[src/rtl/sdc_cfg.svh]
// sdc_cfg.svh: constants for the sdram command decoder
// assumes: included by bare name from the core rtl file only
// How it works
// [RQ1] decode only on rising clock edge
// [RQ2] cs low, strobes high is no-operation
// [RQ3] no-operation never cuts a running burst
// [RQ4] controller idles the bus with no-operation
// [RQ5] cs high is deselect, same as nop
// [RQ6] controller keeps clock gate high normally
// [RQ7] gate low with active bank suspends
// [RQ8] suspension starts one cycle after registering
// [RQ9] suspended device ignores every command
// [RQ10] suspend ends one cycle after gate high
// [RQ11] normal commands need previous gate high
// [RQ12] strobe patterns decode to the commands
// [RQ13] current gate level splits refresh and suspend; code splits auto refresh from self refresh
// [RQ14] controller obeys bank and idle preconditions
// [RQ15] burst stop only for full page
// [RQ16] power-down during burst becomes clock suspend
// [RQ17] prev low, now high, nop exits
// [RQ18] byte mask high blocks writes and outputs
// [RQ19] power-down gates all inputs but gate
// [RQ20] self-refresh holds while gate stays low
// [RQ21] illegal-state command leaves state unchanged
`ifndef SDC_CFG_SVH
`define SDC_CFG_SVH
`define SDC_BANKS 4
`define SDC_BANK_W 2
`define SDC_BURST_W 4
`define SDC_BURST_LEN 4'h8
`endif

[src/rtl/sdc_pkg.sv]
// sdc_pkg.sv: types for the sdram command decoder
// assumes: nothing
package sdc_pkg;
  typedef enum logic [3:0] {
    sdc_cmd_nop, sdc_cmd_act, sdc_cmd_pre, sdc_cmd_wr, sdc_cmd_rd, sdc_cmd_mrs,
    sdc_cmd_bst, sdc_cmd_ref, sdc_cmd_sref
  } sdc_cmd_e;
  typedef enum logic [2:0] {
    sdc_mode_normal, sdc_mode_suspend, sdc_mode_pdown, sdc_mode_sref
  } sdc_mode_e;
endpackage
[src/rtl/sdc_core.sv]
// sdc_core.sv: command decode, bank state and clock gating of the memory
// assumes: controller logic drives all inputs synchronous to clk
`timescale 1ns/1ps
`include "sdc_cfg.svh"
module sdc_core #(
  parameter int BANKS = `SDC_BANKS,
  parameter logic [`SDC_BURST_W-1:0] BURST_LEN = `SDC_BURST_LEN
) (
  input wire logic clk,
  input wire logic reset_n,
  input wire logic chip_sel_n,
  input wire logic row_strobe_n,
  input wire logic column_strobe_n,
  input wire logic write_strobe_n,
  input wire logic clock_gate_in,
  input wire logic bank_sel_0,
  input wire logic bank_sel_1,
  input wire logic autoprecharge_addr_bit,
  input wire logic byte_mask,
  input wire logic full_page,
  output logic [BANKS-1:0] bank_active,
  output logic burst_busy,
  output logic burst_write,
  output logic internal_clk_en,
  output logic suspended,
  output logic power_down,
  output logic self_refresh,
  output logic refresh_pulse,
  output logic mode_set_pulse,
  output logic write_enable,
  output logic data_out_en
);
  // ==========================================================
  // state
  typedef struct packed {
    logic gate_level_prev;
    logic [BANKS-1:0] bank_active;
    logic [`SDC_BURST_W-1:0] burst_left;
    logic burst_write;
    logic burst_ap;
    logic [1:0] burst_bank;
    sdc_pkg::sdc_mode_e mode;
    logic clk_en;
    logic refresh_pulse;
    logic mode_set_pulse;
    logic write_enable;
    logic data_out_en;
  } sdc_state_s;

  sdc_state_s st;
  sdc_state_s next_st;
  sdc_pkg::sdc_cmd_e cmd;
  logic [1:0] bank_idx;
  logic any_active;
  logic in_burst;
  logic gate_level_now;

  assign gate_level_now = clock_gate_in;
  assign bank_idx = {bank_sel_1, bank_sel_0};
  assign any_active = |st.bank_active;
  assign in_burst = st.burst_left != '0;

  sdc_decode u_decode (
    .chip_sel_n(chip_sel_n),
    .row_strobe_n(row_strobe_n),
    .column_strobe_n(column_strobe_n),
    .write_strobe_n(write_strobe_n),
    .gate_level_now(gate_level_now),
    .cmd(cmd)
  );

  // ==========================================================
  // next state
  always_comb begin
    next_st = st;
    next_st.gate_level_prev = gate_level_now; // see [RQ11]
    next_st.refresh_pulse = 1'b0;
    next_st.mode_set_pulse = 1'b0;
    next_st.write_enable = 1'b0;
    next_st.data_out_en = 1'b0;
    case (st.mode)
      sdc_pkg::sdc_mode_normal: begin
        // burst advances only while clock is enabled
        if (st.clk_en && in_burst) begin // see [RQ3]
          next_st.burst_left = st.burst_left - 1'b1;
          next_st.write_enable = st.burst_write && !byte_mask; // see [RQ18]
          next_st.data_out_en = !st.burst_write && !byte_mask; // see [RQ18]
          if (st.burst_left == 1 && st.burst_ap) begin
            next_st.bank_active[st.burst_bank] = 1'b0;
          end
        end
        if (!st.clk_en) begin
          next_st.clk_en = 1'b1; // see [RQ10]
        end else if (st.gate_level_prev && !gate_level_now && cmd != sdc_pkg::sdc_cmd_sref) begin
          // suspend or power-down, effective next cycle
          if (any_active || in_burst) begin // see [RQ7] see [RQ16]
            next_st.mode = sdc_pkg::sdc_mode_suspend;
          end else begin
            next_st.mode = sdc_pkg::sdc_mode_pdown; // see [RQ19]
          end
          next_st.clk_en = 1'b0; // see [RQ8]
        end else if (st.gate_level_prev) begin // see [RQ11]
          case (cmd)
            sdc_pkg::sdc_cmd_act: begin
              if (!st.bank_active[bank_idx] && !in_burst) next_st.bank_active[bank_idx] = 1'b1; // see [RQ21]
            end
            sdc_pkg::sdc_cmd_pre: begin
              if (!(in_burst && st.burst_ap)) begin // see [RQ21]
                if (autoprecharge_addr_bit) next_st.bank_active = '0; // see [RQ12]
                else next_st.bank_active[bank_idx] = 1'b0;
                if (autoprecharge_addr_bit || bank_idx == st.burst_bank) next_st.burst_left = '0;
              end
            end
            sdc_pkg::sdc_cmd_rd, sdc_pkg::sdc_cmd_wr: begin
              if (st.bank_active[bank_idx] && !(in_burst && st.burst_ap)) begin // see [RQ21]
                next_st.burst_left = BURST_LEN;
                next_st.burst_write = cmd == sdc_pkg::sdc_cmd_wr;
                next_st.burst_ap = autoprecharge_addr_bit && !full_page;
                next_st.burst_bank = bank_idx;
              end
            end
            sdc_pkg::sdc_cmd_bst: begin
              if (full_page) next_st.burst_left = '0;
            end
            sdc_pkg::sdc_cmd_mrs: begin
              if (!any_active) next_st.mode_set_pulse = 1'b1;
            end
            sdc_pkg::sdc_cmd_ref: begin
              if (!any_active) next_st.refresh_pulse = 1'b1;
            end
            sdc_pkg::sdc_cmd_sref: begin
              if (!any_active && !in_burst) begin // see [RQ13]
                next_st.mode = sdc_pkg::sdc_mode_sref;
                next_st.clk_en = 1'b0;
              end
            end
            default: begin
            end
          endcase
        end
      end
      sdc_pkg::sdc_mode_suspend: begin
        // every command ignored while frozen
        if (gate_level_now) begin // see [RQ9] see [RQ10]
          next_st.mode = sdc_pkg::sdc_mode_normal;
        end
      end
      sdc_pkg::sdc_mode_pdown, sdc_pkg::sdc_mode_sref: begin
        if (!st.gate_level_prev && gate_level_now && cmd == sdc_pkg::sdc_cmd_nop) begin // see [RQ17] see [RQ20]
          next_st.mode = sdc_pkg::sdc_mode_normal;
        end
      end
      default: next_st.mode = sdc_pkg::sdc_mode_normal;
    endcase
  end

  always_ff @(posedge clk) begin
    if (!reset_n) begin
      st <= '{mode: sdc_pkg::sdc_mode_normal, clk_en: 1'b1, default: '0};
    end else begin
      st <= next_st;
    end
  end

  assign bank_active = st.bank_active;
  assign burst_busy = in_burst;
  assign burst_write = st.burst_write;
  assign internal_clk_en = st.clk_en;
  assign suspended = st.mode == sdc_pkg::sdc_mode_suspend;
  assign power_down = st.mode == sdc_pkg::sdc_mode_pdown;
  assign self_refresh = st.mode == sdc_pkg::sdc_mode_sref;
  assign refresh_pulse = st.refresh_pulse;
  assign mode_set_pulse = st.mode_set_pulse;
  assign write_enable = st.write_enable;
  assign data_out_en = st.data_out_en;

  // ==========================================================
  // checks
  suspend_entry_a: assert property (@(posedge clk) disable iff (!reset_n) // see [RQ8]
    st.mode == sdc_pkg::sdc_mode_normal && st.clk_en && st.gate_level_prev && !clock_gate_in
      && any_active && cmd != sdc_pkg::sdc_cmd_sref |=> suspended && !internal_clk_en)
    else $error("suspend not entered one cycle after gate low");
  suspend_freeze_a: assert property (@(posedge clk) disable iff (!reset_n) // see [RQ9]
    suspended |=> $stable(bank_active))
    else $error("banks changed during suspend");
  suspend_exit_a: assert property (@(posedge clk) disable iff (!reset_n) // see [RQ10]
    suspended && clock_gate_in |=> !suspended ##1 internal_clk_en)
    else $error("suspend exit timing wrong");
  nop_keeps_burst_a: assert property (@(posedge clk) disable iff (!reset_n) // see [RQ3]
    st.mode == sdc_pkg::sdc_mode_normal && st.clk_en && burst_busy && st.burst_left > 1
      && cmd == sdc_pkg::sdc_cmd_nop && clock_gate_in |=> burst_busy)
    else $error("nop cut a burst");
  activate_bank_a: assert property (@(posedge clk) disable iff (!reset_n) // see [RQ12]
    st.mode == sdc_pkg::sdc_mode_normal && st.clk_en && st.gate_level_prev && clock_gate_in
      && cmd == sdc_pkg::sdc_cmd_act && !burst_busy |=> bank_active[$past(bank_idx)])
    else $error("activate did not open bank");
  prev_gate_a: assert property (@(posedge clk) disable iff (!reset_n) // see [RQ11]
    st.mode == sdc_pkg::sdc_mode_normal && st.clk_en && !st.gate_level_prev |=> !refresh_pulse && !mode_set_pulse)
    else $error("command taken with previous gate low");
  pdown_burst_a: assert property (@(posedge clk) disable iff (!reset_n) // see [RQ16]
    power_down |-> !burst_busy)
    else $error("power down during burst");
  sref_hold_a: assert property (@(posedge clk) disable iff (!reset_n) // see [RQ20]
    self_refresh && !clock_gate_in |=> self_refresh)
    else $error("self refresh left while gate low");
  mask_output_a: assert property (@(posedge clk) disable iff (!reset_n) // see [RQ18]
    byte_mask |=> !write_enable && !data_out_en)
    else $error("byte mask did not block data");
  deselect_idle_a: assert property (@(posedge clk) disable iff (!reset_n) // see [RQ5]
    st.mode == sdc_pkg::sdc_mode_normal && chip_sel_n && !burst_busy
      |=> $stable(bank_active) && !refresh_pulse && !mode_set_pulse)
    else $error("deselect changed state");
  pdown_exit_a: assert property (@(posedge clk) disable iff (!reset_n) // see [RQ17]
    power_down && !st.gate_level_prev && clock_gate_in && chip_sel_n |=> !power_down)
    else $error("power down not left on gate rise");
  pdown_hold_a: assert property (@(posedge clk) disable iff (!reset_n) // see [RQ19]
    power_down |=> $stable(bank_active) && !refresh_pulse && !mode_set_pulse)
    else $error("input taken during power down");
  sref_entry_a: assert property (@(posedge clk) disable iff (!reset_n) // see [RQ13]
    st.mode == sdc_pkg::sdc_mode_normal && st.clk_en && st.gate_level_prev && !clock_gate_in
      && cmd == sdc_pkg::sdc_cmd_sref && !any_active && !burst_busy |=> self_refresh)
    else $error("self refresh not entered");
  auto_refresh_a: assert property (@(posedge clk) disable iff (!reset_n) // see [RQ12]
    st.mode == sdc_pkg::sdc_mode_normal && st.clk_en && st.gate_level_prev && clock_gate_in
      && cmd == sdc_pkg::sdc_cmd_ref && !any_active |=> refresh_pulse)
    else $error("auto refresh not issued");
endmodule // sdc_core

[src/rtl/sdc_decode.sv]
// sdc_decode.sv: combinational strobe pattern decoder
// assumes: inputs already sampled on clk
`timescale 1ns/1ps
module sdc_decode (
  input wire logic chip_sel_n,
  input wire logic row_strobe_n,
  input wire logic column_strobe_n,
  input wire logic write_strobe_n,
  input wire logic gate_level_now,
  output sdc_pkg::sdc_cmd_e cmd
);
  always_comb begin
    cmd = sdc_pkg::sdc_cmd_nop;
    if (!chip_sel_n) begin // see [RQ5]
      case ({row_strobe_n, column_strobe_n, write_strobe_n}) // see [RQ12]
        3'h3: cmd = sdc_pkg::sdc_cmd_act;
        3'h2: cmd = sdc_pkg::sdc_cmd_pre;
        3'h4: cmd = sdc_pkg::sdc_cmd_wr;
        3'h5: cmd = sdc_pkg::sdc_cmd_rd;
        3'h0: cmd = sdc_pkg::sdc_cmd_mrs;
        3'h6: cmd = sdc_pkg::sdc_cmd_bst;
        3'h1: cmd = gate_level_now ? sdc_pkg::sdc_cmd_ref : sdc_pkg::sdc_cmd_sref; // see [RQ13]
        default: cmd = sdc_pkg::sdc_cmd_nop; // see [RQ2]
      endcase
    end
  end
endmodule // sdc_decode

[config.mk]
export PLATFORM = sky130hd
export DESIGN_NAME = sdc_core
export DESIGN_NICKNAME = d
export VERILOG_FILES = /design/src/rtl/sdc_pkg.sv /design/src/rtl/sdc_core.sv /design/src/rtl/sdc_decode.sv
export VERILOG_INCLUDE_DIRS = /design/src /design/src/rtl
export SDC_FILE = /design/constraint.sdc
export NUM_CORES = 1
export LEC_CHECK = 0
export BUFFER_PORTS_ARGS = -buffer_cell sky130_fd_sc_hd__buf_2
export CORE_ASPECT_RATIO = 1.25
export CORE_MARGIN = 4
export CORE_UTILIZATION = 58
export DETAILED_ROUTE_END_ITERATION = 16
export PLACE_DENSITY = 0.89
export SLEW_MARGIN = 5
export SYNTH_ARGS = -nofsm -noshare
export SYNTH_HDL_FRONTEND = slang
export SYNTH_SLANG_ARGS = --single-unit
[constraint.sdc]
create_clock -name clk -period 5.16 [get_ports clk]
set_input_delay 0.516 -clock clk [delete_from_list [all_inputs] [get_ports clk]]
set_output_delay 0.516 -clock clk [all_outputs]
set_load 0.01 [all_outputs]
Yosys cells after proc, flatten, opt, wreduce, memory -nomap -nowiden. Index checks and enable logic that the tools add are counted.

$add $sub $neg: 1. Magnitude comparators: 4. Equal/unequal tests: 27. Muxes and demuxes: 41. Bitwise gates (word level): 12. Reductions and logical operators: 38.

Operators by type and width (number): $mux 8 (10); $mux 4 (11); $pmux 4 s7 (1); $mux 18 (1); $eq 4x3->1 const B (4); $logic_and 1x1->1 (15); $mux 15 (1); $eq 3x2->1 const B (4); $mux 12 (1); $pmux 4 s3 (1); $reduce_and 6->1 (2); $reduce_or 6->1 (2); $eq 3x3->1 const B (3); $logic_not 1->1 (9); $pmux 3 s3 (1); $and 4x4->4 (2); $eq 4x1->1 const B (2); $eq 4x2->1 const B (2); $not 4->4 (2); $pmux 4 s2 (1); $mux 1 (7); $not 1->1 (7); $eq 3x1->1 const B (2); $logic_not 3->1 (2); 21 further kinds (30).

Flip-flop bits (word level): 21. Bits of input ports: 12. Output and inout bits: 14. Word-level logic and storage cells: 135.

Logic depth before layout (Yosys ltp).
Word-level depth: 20. Gate-level depth with buffers: 8. Mapped depth without buffers: 7.

Cells and area by module. From an unflattened synthesis, not the netlist that was laid out.

Cells, all modules: 161. Area total of the unflattened synthesis: 1301.2 um2.

By module, submodules not included: sdc_core (times used 1, cells an instance 147, area an instance 1216.2 um2, sequential area each 400.4 um2); sdc_decode (times used 1, cells an instance 14, area an instance 85.1 um2, sequential area each 0.0 um2).

Worst setup path before layout. No wires, ideal clock.

Path kind: register -> register. From: reg st[12] in the netlist's numbering. To: reg st[12] in the netlist's numbering. Arrival time: 1.901 ns. Required time: 5.022 ns. Path slack: 3.121 ns. Stages on the path, launching flop included: 9. Clock period less this slack: 2.039 ns. Cell sequence: dfxtp_1 inv_1 ha_1 or3b_1 clkbuf_1 and2_4 o31a_1 a211oi_2 a211oi_1.

Longest elaborated chain between the ends: 14.

RTL lines: start: declaration (RTL line sdc_core.sv:50) `sdc_state_s st;`; start signal: assignment (RTL line sdc_core.sv:161) `st <= next_st;`; $reduce_bool 4->1 (*) (RTL line sdc_core.sv:61) `assign in_burst = st.burst_left != '0;`; net burst_busy (RTL line sdc_core.sv:22) `output logic burst_busy,`; $logic_and 1x1->1 (on tied branches) (RTL line sdc_core.sv:84, sdc_core.sv:108, sdc_core.sv:115); $mux 8 or $logic_not 1->1 (tied branches) (RTL line sdc_core.sv:84, sdc_core.sv:115); $mux 8 or $logic_and 1x1->1 (tied branches) (RTL line sdc_core.sv:81, sdc_core.sv:115); $mux 8 (RTL line sdc_core.sv:115) `if (st.bank_active[bank_idx] && !(in_burst && st.burst_ap)) begin`; $mux 8 (RTL line sdc_core.sv:103) `case (cmd)`; $mux 8 (3 in a row); $mux 8 (RTL line sdc_core.sv:81) `case (st.mode)`; $pmux 4 s3 (RTL line sdc_core.sv:103); $mux 18 (RTL line sdc_core.sv:102) `end else if (st.gate_level_prev) begin`; $mux 12 (RTL line sdc_core.sv:94) `end else if (st.gate_level_prev && !gate_level_now && cmd != sdc_pkg::sdc_cmd_sref) begin`; $mux 15 (*) (RTL line sdc_core.sv:92) `if (!st.clk_en) begin`.

Mark *: on every way through the listed nets, which the timed path passes. The rest lies on a longest branch. The select of a mux whose other input is x is not followed. A chain may end at the register's enable or synchronous reset.

Worst setup path in the final report.
From: reg st[6] in the netlist's numbering. To: reg st[10] in the netlist's numbering.

Longest elaborated chain between the ends: 3.

RTL lines (RTL line): $logic_not 3->1 (*) (sdc_core.sv:81); $ne 6x6->1 (no source line); $reduce_and 6->1 (no source line) (*).

Mark *: on every way between the ends. The rest lies on a longest branch, timed or not.

==> metrics.yaml <==
status:
  outcome: "finished, final reports clean"
synthesis:
  synth_warnings: 0
  synth_edf_count: 0
  ys.flop_type: "dfxtp_1"
  syn_area_sq_um: 1350
  synth.top_cell.area_share_pct: 29.7
  synth-seq-cells: 20
  postSynthCellCount: 155
  syn_avg_cell_area_sq_um: 8.70
  yosys.area.top_type: "dfxtp_1"
  seq_area_frac_synth_pct: 29.7
  netlist-cell-type-count: 57
  async_flop_share_pct: 0
  yosys-top-cells-area: "dfxtp_1 30%, nor2_1 3.6%, a21oi_1 3.3%"
  synth_fp_nets: 169
floorplan:
  die_h_um: 61.9
  fp.dieArea_sq_um: 3170
  start_util_pct: 61.0
  fp.dieW_um: 51.1
  core_area_sq_um: 2210
  ios: 26
  num_rows: 19
finish:
  diodes: 0
  multi_input_area_sq_um: 845
  drive_above_1_share_pct: 27.6
  seqCellArea_sq_um: 400
  layout_common_cells: "25 x buf_2, 20 x dfxtp_1, 13 x nor2_1"
  fillers: 183
  syn_to_final_growth_pct: 9.46
  fin_nets: 185
  layout_commonest_cell: "buf_2"
placed_design:
  port_buffers: 25
  dp_hpwl_um: 2440
  gp_congestion: 0.939
drt:
  wl_met1_um: 1320
  num_vias: 1259
  drt-total-wl_um: 3260
  met3RoutedLength_um: 204
  ant_nets: 0
  drt_iter0_drc: 31
  drc: 0
  dr.pass1.iters: 5
  top_layer_used: "met4"
  vias_per_cell: 6.26
  avgRoutedWirePerCell_um: 16.2
  dr_wl_met2_um: 1640
sta:
  slew_viol_final: 0
  max_clock_freq_mhz: 439
  fin_crit_sh_pct: 44.1
  finalSetupViolCount: 0
  whs_ns: 0.368
  setup-tns-final_ns: 0
  hold_violations: 0
  relSlewSlack_pct: 49.0
  rsz0062_at_grt: "false"
  tightestPinTransition_ns: 0.762
  period_needed_ns: 2.28
  finClkSkew_ns: 0.00480
clocking:
  clock_latency_ns: 0.30
  cts_tree: "done"
  cts-root-buf: "clkbuf_4"
  ctsHoldBuffers: 0
  path_clk_slew_ns: 0.12
  post-cts-setup-buffers: 0
  cts_buffers: 3
  numClockSinks: 20
  h-tree-depth: 1
  cts.repair.resized: 0
  clk_path_buf_depth: 2
hold_path:
  hold_path.class: "in2reg"
  hold_depth: 2
critical_path:
  critPathKind: "reg2reg"
  critPathLaunchType: "flip-flop"
  crit_fanout: 12
  worstPathArrival_ns: 2.48
  required_ns: 5.36
  r2r_cells: 5
  end_kind: "flip-flop"
global_routing:
  antenna_found_initial: 0
  grt_max_degree: 18
  grt-ovfl-total: 0
  grt.total_usage_pct: 21.9
  first_global_vias: 1219
  grt_pass1_wl_um: 5200
flow_run:
  max_cap_violations: 0
power_and_ir_drop:
  leakage_nw: 0.582
  power_density_nw_per_um2: 402
  vdd_drop_max_uv: 390
[layer usage]
layer | global-route usage, % | vias up
li1 | - | 603
met1 | 25.0 | 588
met2 | 38.7 | 56
met3 | 3.82 | 12
met4 | 13.1 | 0
met5 | 0 | -
[through the flow]
stage	cell area, sq um	power, mW	worst slack, ns	util [%]	instances
4_1_cts	1480	0.590	2.89	66.8	201
3_3_place_gp	1420	0.448	2.91	64.4	197
3_5_place_dp	1420	0.460	2.88	64.4	197
5_1_grt	1480	0.627	2.71	66.8	201
6_report	1480	0.594	2.88	66.8	201
2_1_floorplan	1350	0.405	3.12	-	155
[critical path, stage by stage (launching register included)]
cell and delay, ns:
dfxtp_1 0.39, nor2_1 0.61, o2111ai_2 0.36, nor4_4 0.50, mux2i_1 0.26, nor2_1 0.06
[logic make-up (layout without fill, tap and decap cells)]
logic type | Yosys count | in the layout | synth area share [%]
simple gates | 70 | 70 | 34.3
compound gates | 39 | 39 | 21.3
flops | 20 | 20 | 29.7
buf+inv | 18 | 33 | 7.70
xor+xnor | 3 | 3 | 1.95
mux | 3 | 3 | 3.15
fa+ha+maj | 2 | 2 | 1.85
[flip-flops by register name, indices dropped and copies added, names as in the netlist]
register,flops
burst_write,1
mode_set_pulse,1
bank_active,4
st,10
write_enable,1
internal_clk_en,1
refresh_pulse,1
data_out_en,1
[worst paths after layout]
check	start	end	slack (ns)
max	st[6]	st[10]	2.88
min	byte_mask	write_enable	0.37
max reg2reg	st[6]	st[10]	2.88
min reg2reg	burst_write	data_out_en	0.54
[power by group]
part / internal, mW / leakage [nW] / switching (mW)
Sequential: 0.179 / 0.163 / 0.0261
Clock: 0.0785 / 0.0279 / 0.0514
Combinational: 0.110 / 0.392 / 0.150
[Yosys cell counts (3+ instances only)]
| library cell | n |
|---|---|
| o22ai_1 | 4 |
| xnor2_1 | 3 |
| nand2b_1 | 6 |
| a21oi_1 | 9 |
| inv_1 | 4 |
| o221a_2 | 3 |
| nand2_1 | 10 |
| nor3b_1 | 3 |
| nand3_1 | 6 |
| clkbuf_1 | 4 |
| buf_4 | 5 |
| and2_1 | 3 |
| dfxtp_1 | 20 |
| nor2_1 | 13 |
| o21ai_0 | 5 |
[final cells by class]
| type | instances | area share [%] |
|---|---|---|
| flip-flops and latches | 20 | 27.1 |
| well taps | 31 | 2.63 |
| repair buffers | 25 | 8.47 |
| inverters | 4 | 1.02 |
| clock buffers | 3 | 1.53 |
| multi-input cells | 117 | 57.2 |
| clock inverters | 1 | 2.03 |
Power figures use the tool's default switching activity.
